File: config.mk
export PLATFORM = sky130hd
export DESIGN_NAME = sensor_conditioning_sequencer
export DESIGN_NICKNAME = d
export VERILOG_FILES = /design/src/seq_pkg.sv /design/src/sensor_conditioning_sequencer.sv
export SDC_FILE = /design/constraint.sdc
export NUM_CORES = 1
export LEC_CHECK = 0
export BUFFER_PORTS_ARGS = -buffer_cell sky130_fd_sc_hd__buf_2
export CELL_PAD_IN_SITES_DETAIL_PLACEMENT = 0
export CELL_PAD_IN_SITES_GLOBAL_PLACEMENT = 2
export CORE_UTILIZATION = 32
export CTS_CLUSTER_DIAMETER = 30
export DETAILED_ROUTE_END_ITERATION = 8
export PLACE_DENSITY = 0.88
export SETUP_SLACK_MARGIN = 0.2
export SYNTH_ARGS = -nofsm -noshare
export SYNTH_HDL_FRONTEND = slang
export SYNTH_SLANG_ARGS = --single-unit
File: constraint.sdc
create_clock -name i_clk -period 1.8 [get_ports i_clk]
set_input_delay 0.18 -clock i_clk [delete_from_list [all_inputs] [get_ports i_clk]]
set_output_delay 0.18 -clock i_clk [all_outputs]
set_load 0.1 [all_outputs]
File: src/seq_pkg.sv
// Purpose: Shared constants and types for the conditioning sequencer
// Assumes: 250 MHz system clock
// Notes:   Offsets are byte addresses on the AXI4-Lite register bus
package seq_pkg;

	// -------------------------------------------------------------
	// Timing
	// -------------------------------------------------------------
	localparam int unsigned CLK_PERIOD_PS   = 4000;   // 4 ns clock
	localparam int unsigned START_WIN_MS    = 30;     // Start window length
	localparam int unsigned START_WIN_CYC   = START_WIN_MS * (1000000000 / CLK_PERIOD_PS);
	localparam int unsigned WDOG_CYC        = 1024;   // Loop watchdog limit
	localparam int unsigned OSC_CHK_CYC     = 256;    // Oscillator tick timeout

	// -------------------------------------------------------------
	// Register map
	// -------------------------------------------------------------
	localparam logic [7:0] REG_CTRL   = 8'h00;    // Configuration
	localparam logic [7:0] REG_STATUS = 8'h04;    // State and step
	localparam logic [7:0] REG_ERR    = 8'h08;    // Error flags, write 1 clear
	localparam logic [7:0] REG_CTEST  = 8'h0c;    // Transceiver test drive
	localparam logic [31:0] CTRL_RST  = 32'h0000_0000;

	// CTRL field positions
	localparam int CTRL_OUT_LSB  = 0;  // [1:0] output select
	localparam int CTRL_DIAG_EN  = 2;  // Diagnostic processing enable
	localparam int CTRL_BDC_EN   = 3;  // Broken die check enable
	localparam int CTRL_CTEST    = 4;  // Conformance test request
	localparam int CTRL_SLEEP_EN = 5;  // LIN sleep allowed

	// -------------------------------------------------------------
	// Types
	// -------------------------------------------------------------
	typedef enum logic [1:0] {
		OUT_LIN  = 2'b00,
		OUT_HIGH = 2'b01,
		OUT_LOW  = 2'b10
	} out_sel_t;

	typedef enum logic [2:0] {
		ST_POWERUP = 3'b000,
		ST_NVREAD  = 3'b001,
		ST_START   = 3'b010,
		ST_NORMAL  = 3'b011,
		ST_COMMAND = 3'b100,
		ST_DIAG    = 3'b101,
		ST_CTEST   = 3'b110
	} sys_state_t;

	// Multiplexer step codes
	typedef enum logic [3:0] {
		MX_BRIDGE_AZ = 4'h0,
		MX_CALT_AZ   = 4'h1,
		MX_CALT      = 4'h2,
		MX_TEMP_AZ   = 4'h3,
		MX_TEMP      = 4'h4,
		MX_AGING     = 4'h5,
		MX_CONN_POS  = 4'h6,
		MX_CONN_NEG  = 4'h7,
		MX_BRIDGE    = 4'h8
	} mux_step_t;

	typedef struct packed {
		logic osc;      // Oscillator failure
		logic wdog;     // Watchdog expiry
		logic mem;      // Memory/ALU self test
		logic sensor;   // Connection/short/aging
		logic die;      // Broken die
		logic sig;      // Signature mismatch
	} err_t;

	typedef struct packed {
		logic drv_en;   // Transceiver driver enable
		logic txd;      // Transmit data
		logic rx_en;    // Receiver enable
	} ctest_t;

endpackage

File: src/sensor_conditioning_sequencer.sv
// Purpose: Power-up sequencing, mode control and measurement mux stepping
// Assumes: Analog front end and math unit report completion by strobes
// Notes:   Registers reached over AXI4-Lite; one answer per access
//
// Design decisions made here: the AXI4-Lite interface to the registers and the register offsets.
`timescale 1ns/1ps

// Notes on behaviour
// - Three main states: normal, command, diagnostic
// - After reset: nonvolatile read, signature check, start
// - Start window up to 30ms accepts entry frames
// - Window elapsed: normal state, cycle continuously
// - Fixed step order, bridge measurement after each
// - Start routine measures everything once first
// - Diagnostic steps always scheduled regardless of enable
// - Bridge result auto-zeroed, compensated, 15-bit positive
// - LIN temperature corrected, 15-bit positive
// - High-side pin uses inverted LIN levels
// - LIN pin accepted anytime in normal LIN operation
// - Drivers high impedance throughout start window
// - After window: PWM or LIN answering per configuration
// - Failure enters diagnostic; resistive PWM or LIN bits
// - Watchdog on loop, oscillator failure detector
// - Optional broken die check during start-up
// - Memory, register and ALU failures enter diagnostic
// - Conformance test drives transceiver controls separately
// - LIN cycle takes two temperature measurements
module sensor_conditioning_sequencer
	import seq_pkg::*;
(
	input  wire logic        i_clk,
	input  wire logic        i_srst,
	// AXI4-Lite slave
	input  wire logic [7:0]  i_awaddr,
	input  wire logic        i_awvalid,
	output logic             o_awready,
	input  wire logic [31:0] i_wdata,
	input  wire logic [3:0]  i_wstrb,
	input  wire logic        i_wvalid,
	output logic             o_wready,
	output logic [1:0]       o_bresp,
	output logic             o_bvalid,
	input  wire logic        i_bready,
	input  wire logic [7:0]  i_araddr,
	input  wire logic        i_arvalid,
	output logic             o_arready,
	output logic [31:0]      o_rdata,
	output logic [1:0]       o_rresp,
	output logic             o_rvalid,
	input  wire logic        i_rready,
	// Nonvolatile memory readout
	input  wire logic        i_nv_done,      // Readout finished pulse
	input  wire logic        i_nv_sig_ok,    // Signature matches
	// Front end / math unit
	input  wire logic        i_step_done,    // Current step finished pulse
	input  wire logic        i_die_fail,     // Broken die detected
	input  wire logic        i_sensor_fail,  // Connection/short/aging fault
	input  wire logic        i_selftest_fail,// Memory/register/ALU fault
	input  wire logic        i_calc_alive,   // Math unit heartbeat pulse
	input  wire logic        i_osc_tick,     // Oscillator monitor tick (async)
	// Link decoder
	input  wire logic        i_entry_frame,  // Valid entry frame pulse
	input  wire logic        i_lin_frame,    // LIN frame pulse in normal
	// Outputs
	output sys_state_t       o_state,
	output mux_step_t        o_mux_step,
	output logic             o_mux_start,    // Start step pulse
	output logic             o_drv_hiz,      // All drivers high impedance
	output logic             o_pwm_run,      // PWM generation active
	output logic             o_pwm_resistive,// PWM in resistive mode
	output logic             o_lin_respond,  // Answer LIN master
	output logic             o_high_invert,  // High-side pin inverts levels
	output err_t             o_lin_err,      // LIN status bits
	output ctest_t           o_ctest,        // Transceiver test drive
	output logic             o_lin_frame_ack // LIN frame taken in normal
);

	// -------------------------------------------------------------
	// Declarations
	// -------------------------------------------------------------
	sys_state_t  state;          // Main state
	sys_state_t  next_state;     // Next main state
	logic [31:0] ctrl;           // Configuration register
	ctest_t      ctest;          // Test drive register
	err_t        err;            // Sticky error flags
	err_t        err_clr;        // Write-one clear mask
	err_t        err_set;        // New events
	logic [23:0] win_cnt;        // Start window counter
	logic        win_done;       // Window elapsed
	logic [3:0]  phase;          // Cycle position, odd = bridge
	logic        first_pass;     // Start routine measurement pass
	logic [10:0] wdog_cnt;       // Loop watchdog
	logic [8:0]  osc_cnt;        // Oscillator tick watchdog
	logic        osc_s1;         // Sync stage 1
	logic        osc_s2;         // Sync stage 2
	logic        osc_s3;         // Edge detect history
	logic        aw_hold;        // Write address taken
	logic        w_hold;         // Write data taken
	logic [7:0]  aw_addr;        // Latched write address
	logic [31:0] w_data;         // Latched write data
	logic [3:0]  w_strb;         // Latched strobes
	logic        wr_go;          // Perform write
	out_sel_t    out_sel;        // Configured output
	logic        mux_start;      // Step start pulse

	assign out_sel  = out_sel_t'(ctrl[CTRL_OUT_LSB +: 2]);
	assign win_done = (win_cnt == 24'(START_WIN_CYC - 1));
	assign wr_go    = aw_hold && w_hold && !o_bvalid;

	// -------------------------------------------------------------
	// Main state machine
	// -------------------------------------------------------------
	// Next state from events; failures take priority
	always_comb begin
		next_state = state;
		unique case (state)
			ST_POWERUP: next_state = ST_NVREAD;
			ST_NVREAD: begin
				if (i_nv_done) begin
					next_state = i_nv_sig_ok ? ST_START : ST_DIAG;
				end
			end
			ST_START: begin
				if (i_entry_frame) begin
					next_state = ST_COMMAND;
				end else if (win_done && !first_pass) begin
					next_state = ST_NORMAL;
				end
			end
			ST_NORMAL:  next_state = ST_NORMAL;
			ST_COMMAND: next_state = ctrl[CTRL_CTEST] ? ST_CTEST : ST_COMMAND;
			ST_CTEST:   next_state = ctrl[CTRL_CTEST] ? ST_CTEST : ST_COMMAND;
			ST_DIAG:    next_state = ST_DIAG;
			default:    next_state = ST_DIAG;
		endcase
		// Any failure outside command handling and power-up enters diagnostic
		if ((|err_set) && state != ST_COMMAND && state != ST_CTEST
		    && state != ST_POWERUP) begin
			next_state = ST_DIAG;
		end
	end

	// State register
	always_ff @(posedge i_clk) begin
		if (i_srst) begin
			state <= ST_POWERUP;
		end else begin
			state <= next_state;
		end
	end

	// -------------------------------------------------------------
	// Start window timer
	// -------------------------------------------------------------
	// Counts only while in start routine; saturates at the end
	always_ff @(posedge i_clk) begin
		if (i_srst || state != ST_START) begin
			win_cnt <= '0;
		end else if (!win_done) begin
			win_cnt <= win_cnt + 24'd1;
		end
	end

	// -------------------------------------------------------------
	// Measurement cycle stepping
	// -------------------------------------------------------------
	// Even phases are the eight fixed steps, odd phases the bridge
	always_ff @(posedge i_clk) begin
		if (i_srst || (state != ST_START && state != ST_NORMAL)) begin
			phase      <= '0;
			first_pass <= 1'b1;
			mux_start  <= 1'b0;
		end else begin
			mux_start <= 1'b0;
			if (i_step_done) begin
				phase     <= phase + 4'd1;
				mux_start <= 1'b1;
				if (phase == 4'hf) begin
					first_pass <= 1'b0;
				end
			end
		end
	end

	// Step code from phase; diagnostic steps never skipped
	always_ff @(posedge i_clk) begin
		if (i_srst) begin
			o_mux_step <= MX_BRIDGE_AZ;
		end else if (phase[0]) begin
			o_mux_step <= MX_BRIDGE;
		end else begin
			o_mux_step <= mux_step_t'({1'b0, phase[3:1]});
		end
	end

	// -------------------------------------------------------------
	// Error capture
	// -------------------------------------------------------------
	// Sensor faults count only when diagnostic processing enabled
	always_comb begin
		err_set        = '0;
		err_set.sig    = (state == ST_NVREAD) && i_nv_done && !i_nv_sig_ok;
		err_set.die    = (state == ST_START) && ctrl[CTRL_BDC_EN] && i_die_fail;
		err_set.sensor = (state == ST_NORMAL) && ctrl[CTRL_DIAG_EN] && i_sensor_fail;
		err_set.mem    = (state == ST_START || state == ST_NORMAL) && i_selftest_fail;
		err_set.wdog   = (wdog_cnt == 11'(WDOG_CYC));
		err_set.osc    = (osc_cnt == 9'(OSC_CHK_CYC));
	end

	// Sticky flags; a set in the clear cycle wins
	always_ff @(posedge i_clk) begin
		if (i_srst) begin
			err <= '0;
		end else begin
			err <= (err & ~err_clr) | err_set;
		end
	end

	// Watchdog: cleared by either math heartbeat or loop progress
	always_ff @(posedge i_clk) begin
		if (i_srst || (state != ST_START && state != ST_NORMAL)) begin
			wdog_cnt <= '0;
		end else if (i_calc_alive || i_step_done) begin
			wdog_cnt <= '0;
		end else if (wdog_cnt != 11'(WDOG_CYC)) begin
			wdog_cnt <= wdog_cnt + 11'd1;
		end
	end

	// Oscillator tick synchroniser and timeout
	always_ff @(posedge i_clk) begin
		if (i_srst) begin
			osc_s1  <= 1'b0;
			osc_s2  <= 1'b0;
			osc_s3  <= 1'b0;
			osc_cnt <= '0;
		end else begin
			osc_s1 <= i_osc_tick;
			osc_s2 <= osc_s1;
			osc_s3 <= osc_s2;
			if (osc_s2 != osc_s3) begin
				osc_cnt <= '0;
			end else if (osc_cnt != 9'(OSC_CHK_CYC)) begin
				osc_cnt <= osc_cnt + 9'd1;
			end
		end
	end

	// -------------------------------------------------------------
	// Output control
	// -------------------------------------------------------------
	// Registered output stage
	always_ff @(posedge i_clk) begin
		if (i_srst) begin
			o_state         <= ST_POWERUP;
			o_mux_start     <= 1'b0;
			o_drv_hiz       <= 1'b1;
			o_pwm_run       <= 1'b0;
			o_pwm_resistive <= 1'b0;
			o_lin_respond   <= 1'b0;
			o_high_invert   <= 1'b0;
			o_lin_err       <= '0;
			o_ctest         <= '0;
			o_lin_frame_ack <= 1'b0;
		end else begin
			o_state         <= state;
			o_mux_start     <= mux_start;
			// Tri-state except when an output actually drives
			o_drv_hiz       <= (state != ST_NORMAL && state != ST_DIAG);
			o_pwm_run       <= (state == ST_NORMAL) && (out_sel != OUT_LIN);
			o_pwm_resistive <= (state == ST_DIAG) && (out_sel != OUT_LIN);
			o_lin_respond   <= (state == ST_NORMAL || state == ST_DIAG)
			                   && (out_sel == OUT_LIN);
			o_high_invert   <= (out_sel == OUT_HIGH);
			o_lin_err       <= (out_sel == OUT_LIN) ? err : '0;
			o_ctest         <= (state == ST_CTEST) ? ctest : '0;
			o_lin_frame_ack <= i_lin_frame && (state == ST_NORMAL)
			                   && (out_sel == OUT_LIN);
		end
	end

	// -------------------------------------------------------------
	// AXI4-Lite write channel
	// -------------------------------------------------------------
	// Address and data taken in any order, response after both
	always_ff @(posedge i_clk) begin
		if (i_srst) begin
			aw_hold  <= 1'b0;
			w_hold   <= 1'b0;
			aw_addr  <= '0;
			w_data   <= '0;
			w_strb   <= '0;
			o_bvalid <= 1'b0;
			o_bresp  <= 2'b00;
		end else begin
			if (i_awvalid && o_awready) begin
				aw_hold <= 1'b1;
				aw_addr <= i_awaddr;
			end
			if (i_wvalid && o_wready) begin
				w_hold <= 1'b1;
				w_data <= i_wdata;
				w_strb <= i_wstrb;
			end
			if (wr_go) begin
				aw_hold  <= 1'b0;
				w_hold   <= 1'b0;
				o_bvalid <= 1'b1;
				o_bresp  <= (aw_addr == REG_CTRL || aw_addr == REG_ERR
				             || aw_addr == REG_CTEST || aw_addr == REG_STATUS)
				            ? 2'b00 : 2'b10;
			end else if (o_bvalid && i_bready) begin
				o_bvalid <= 1'b0;
			end
		end
	end

	assign o_awready = !aw_hold && !o_bvalid;
	assign o_wready  = !w_hold && !o_bvalid;

	// Register writes; strobes honoured on low byte fields
	always_ff @(posedge i_clk) begin
		if (i_srst) begin
			ctrl  <= CTRL_RST;
			ctest <= '0;
		end else if (wr_go && w_strb[0]) begin
			if (aw_addr == REG_CTRL) begin
				ctrl <= {24'h00_0000, w_data[7:0]};
			end
			if (aw_addr == REG_CTEST) begin
				ctest <= ctest_t'(w_data[2:0]);
			end
		end
	end

	assign err_clr = (wr_go && w_strb[0] && aw_addr == REG_ERR) ? err_t'(w_data[5:0]) : '0;

	// -------------------------------------------------------------
	// AXI4-Lite read channel
	// -------------------------------------------------------------
	// One read at a time; data one cycle after address
	always_ff @(posedge i_clk) begin
		if (i_srst) begin
			o_rvalid <= 1'b0;
			o_rdata  <= '0;
			o_rresp  <= 2'b00;
		end else if (i_arvalid && o_arready) begin
			o_rvalid <= 1'b1;
			o_rresp  <= 2'b00;
			unique case (i_araddr)
				REG_CTRL:   o_rdata <= ctrl;
				REG_STATUS: o_rdata <= {23'h0, first_pass, phase, 1'b0, state};
				REG_ERR:    o_rdata <= {26'h0, err};
				REG_CTEST:  o_rdata <= {29'h0, ctest};
				default: begin
					o_rdata <= '0;
					o_rresp <= 2'b10;
				end
			endcase
		end else if (o_rvalid && i_rready) begin
			o_rvalid <= 1'b0;
		end
	end

	assign o_arready = !o_rvalid;
endmodule // sensor_conditioning_sequencer

==> run summary <==
Relative to the synthesized area, the layout overhead comes to 31.7%. The transition time at the pin with the least slew margin works out to 0.501 ns. For this run, the top clock speed supported by timing is 633 MHz. The origin of the worst setup path was win_cnt[0]$_SDFFE_PP0P_.

STA classifies the critical path startpoint as a flip-flop. The diode insertion count for antenna repair was 0; the via count was 4344. The number of fill cells was 1574. Registers take 2580 um^2. Minimum setup slack in the final design: 0.219 ns. The distinct cell type count of the synthesized netlist is 51.

Dividing the detail-routed wire length by the instance count gives 13.2 um. The clock slew seen by the registers of the worst setup and hold paths is 0.06 ns, and the remaining global-route overflow is 0. For this run, asynchronously set or reset flops after synthesis account for 0%. The library cell used most frequently in the layout, excluding fill and tap cells, is sky130_fd_sc_hd__dfxtp_1.

The highest fanout seen on the critical path works out to 8. The count of input and output buffers works out to 80. Setup repair after global routing could not meet its margin everywhere. The tools report the worst setup slack after placement as 0.0855 ns. The logs give 2780 um^2 for the area of the multi-input gates and 0 for the number of setup violations in the final report.

Across the routed clock network, the largest skew measured is 0.00749 ns. The worst setup path is captured at a flip-flop. For the standard cell core area, the log shows 16500 um^2.

The tool flagged a number of max-cap violations equal to 0. The maximum number of buffers from clock root to sink was 2; the fraction of the yosys area taken by sequential cells was 47.5%. Leakage power: 2.87 nW.

The initial utilization of the core area, before any placement, comes to 32.6%. TritonCTS built the clock tree. The worst hold path belongs to the class input pin to flip-flop. STA puts the critical path data arrival time at 1.94 ns. For this run, design rule violations remaining after detail routing come to 0.

The tools report the number of nets in the layout as 787. The flow ran to the end, and the final reports show no timing, DRC or antenna violations. VDD sags by at most 0.000782 V. For the length of the first detailed-routing pass in iterations, the log shows 4. The largest net degree at the start of global routing was 37. The violation count after the first detailed-route iteration came out at 299.

From left edge to right edge, the die measures 132 um. The later pin in the worst-skew pair is clocked with a latency of 0.42 ns. The startpoint of the lowest-slack register-to-register path is win_cnt[0]$_SDFFE_PP0P_. The die outline height is 132 um, and the number of synthesized flops with an enable pin is 0. The share of post-route cells with drive strength above 1 was 27.4%. The critical path is of the flip-flop to flip-flop type.

The placed wire-length estimate after detailed placement came out at 8960 um. The logs give 17400 um^2 for the overall die area and 128 for the clock sink count. The post-route minimum period was 1.58 ns; the internal reg-to-reg setup slack was 0.22 ns.

The congestion estimate from routability-driven global placement came to 0.753. In this run the number of H-tree levels came out at 4. For this design the ratio of total power to cell area is 1150 nW/um^2. In this run the critical register-to-register path is captured at win_cnt[10]$_SDFFE_PP0P_. Synthesis inferred 128 register bits. 133 I/O pins were placed. The total power is 8.17 mW, and the number of antenna violations at the first check in global routing is 0. The run gives 2.15 ns as the worst endpoint required time. Counting tap cells, the placed design contains a total of 886 instances. The cell count after synthesis came out at 590. During synthesis, Yosys emitted a total of 0 warnings. The run gives 0 as the total count of max-transition violations in the final report. Global routing consumed, over all layers together, 14.8% of the routing resources.

After detailed routing, the total wire length is 12500 um. In this run the cell area of the synthesized design comes to 5400 um^2. The most used flip-flop cell after synthesis is sky130_fd_sc_hd__dfxtp_1. The run gives 0 as the hold violation total from the final report. Averaged over all synthesized cells, the footprint is 9.14 um^2. The tools report the final standard cell utilization of the core as 43.0%.

Once layout is complete, the cells apart from fillers number 945. CTS placed an instance of sky130_fd_sc_hd__clkbuf_16 at the clock tree root. Measured in cells, the most critical reg-to-reg path has a length of 5. After layout, the worst path uses 87.8% of the clock period.

The via count of the first global-routing pass is 4150, and the number of nets still failing antenna checks after routing is 0. Counting the buffers created by CTS gives 17. In this run the tightest slew margin relative to its limit is 66.4%. First-pass GRT wire length: 20400 um. Worst setup path endpoint: win_cnt[10]$_SDFFE_PP0P_. The number of rows in the core area was 47. The library cells used most frequently in the layout, excluding fill and tap cells, are sky130_fd_sc_hd__dfxtp_1, sky130_fd_sc_hd__nor2_1, sky130_fd_sc_hd__buf_2, sky130_fd_sc_hd__nand2_1, sky130_fd_sc_hd__buf_4. After detailed routing, the number of vias per cell comes to 4.60.
## metal layers
metal	vias to the layer above	GRT usage, %	wire [um]	share of wire [%]
met5	-	0	0	0
met4	0	6.78	174	1.4
met3	14	3.77	467	3.7
met2	93	23.6	6040	48
met1	2011	18.8	5780	46
li1	2226	-	-	-
## report_power, final
part | internal [mW] | switching (mW) | leakage (nW)
clock | 2.39 | 1.27 | 0.305
combinational | 0.382 | 1.04 | 1.52
sequential | 2.97 | 0.119 | 1.04
## stage by stage
step	hold WS, ns	cell area [um^2]	TNS, ns
2_1_floorplan	0.259	5550	-0.0181
3_3_place_gp	0.357	6060	0
3_5_place_dp	0.372	6060	0
4_1_cts	0.000890	6910	0
5_1_grt	0.0134	7100	0
6_report	0.0114	7100	0
## registers in the layout, indices dropped and copies added, names as in the netlist, 3 cells and up
register    count
wdog_cnt       11
phase           4
o_ctest         3
aw_addr         8
o_lin_err       6
ctrl            8
osc_cnt         9
state           3
win_cnt        24
o_state         3
o_mux_step      4
o_rdata         9
ctest           3
w_data          8
err             6
## cells in the mapped netlist, drive strengths merged (13+ instances only)
library cell / count / area share [%]
dfxtp: 128 / 47
nand3: 16 / 1.5
and2: 14 / 1.6
nor2: 98 / 6.9
a21oi: 27 / 2.5
clkbuf: 16 / 1.1
buf: 29 / 4.1
nand2: 49 / 3.4
o21ai: 17 / 1.6
nand4: 18 / 2.6
xnor2: 15 / 2.4
mux2i: 22 / 4.1
inv: 13 / 0.90
nor2b: 13 / 1.5
xor2: 23 / 3.7
## how the worst min path moves through the flow
| stage | startpoint | to | slack [ns] | depth (start not counted) |
|---|---|---|---|---|
| final | i_awaddr[4] | aw_addr[4]$_SDFFE_PP0P_ | 0.01 | 3 |
| after global routing | i_awaddr[3] | aw_addr[3]$_SDFFE_PP0P_ | 0.01 | 3 |
| after CTS | i_awaddr[4] | aw_addr[4]$_SDFFE_PP0P_ | 0.0009 | 3 |
| after detailed placement | i_rready | o_rvalid$_SDFFE_PP0P_ | 0.37 | 2 |
| after global placement | i_rready | o_rvalid$_SDFFE_PP0P_ | 0.36 | 2 |
| after floorplan | i_srst | o_state[1]$_SDFF_PP0_ | 0.26 | 1 |
## layout make-up
class	instances	share of cell area, %
Multi-Input combinational cell	428	39.1
Sequential cell	128	36.4
Timing Repair Buffer	124	11.0
Clock buffer	19	6.38
Tap cell	220	3.88
Clock inverter	13	2.61
Inverter	13	0.740
## worst max-delay path: stages, from the launching register on
cell and delay, ns:
sky130_fd_sc_hd__dfxtp_2 0.35, sky130_fd_sc_hd__ha_4 0.14, sky130_fd_sc_hd__and4_4 0.27, sky130_fd_sc_hd__nand4_4 0.23
sky130_fd_sc_hd__or3_1 0.39, sky130_fd_sc_hd__a21oi_2 0.14
## kinds of logic (layout without fill, tap and decap cells)
logic type               Yosys count  in the layout  share of synthesized area (%)
multiplexers                      29             29                           6.17
AND/OR/NAND/NOR                  262            262                           25.0
other                              1             25                         0.0695
XOR/XNOR                          38             38                           6.17
adder cells (fa/ha/maj)            6              6                           1.39
buffers and inverters             58            169                           6.08
AO/OA/AOI/OAI                     68             68                           7.61
flip-flops                       128            128                           47.5
## what timing repair did
action / 4_1_cts / 5_1_grt
hold endpoints to repair: 13 / 0
resized for setup: 6 / 38
pin swaps: 5 / 16
endpoints found under the setup margin: 20 / 44
buffers inserted: 8 / 6
hold buffers: 13 / 0
Power figures use the tool's default switching activity.
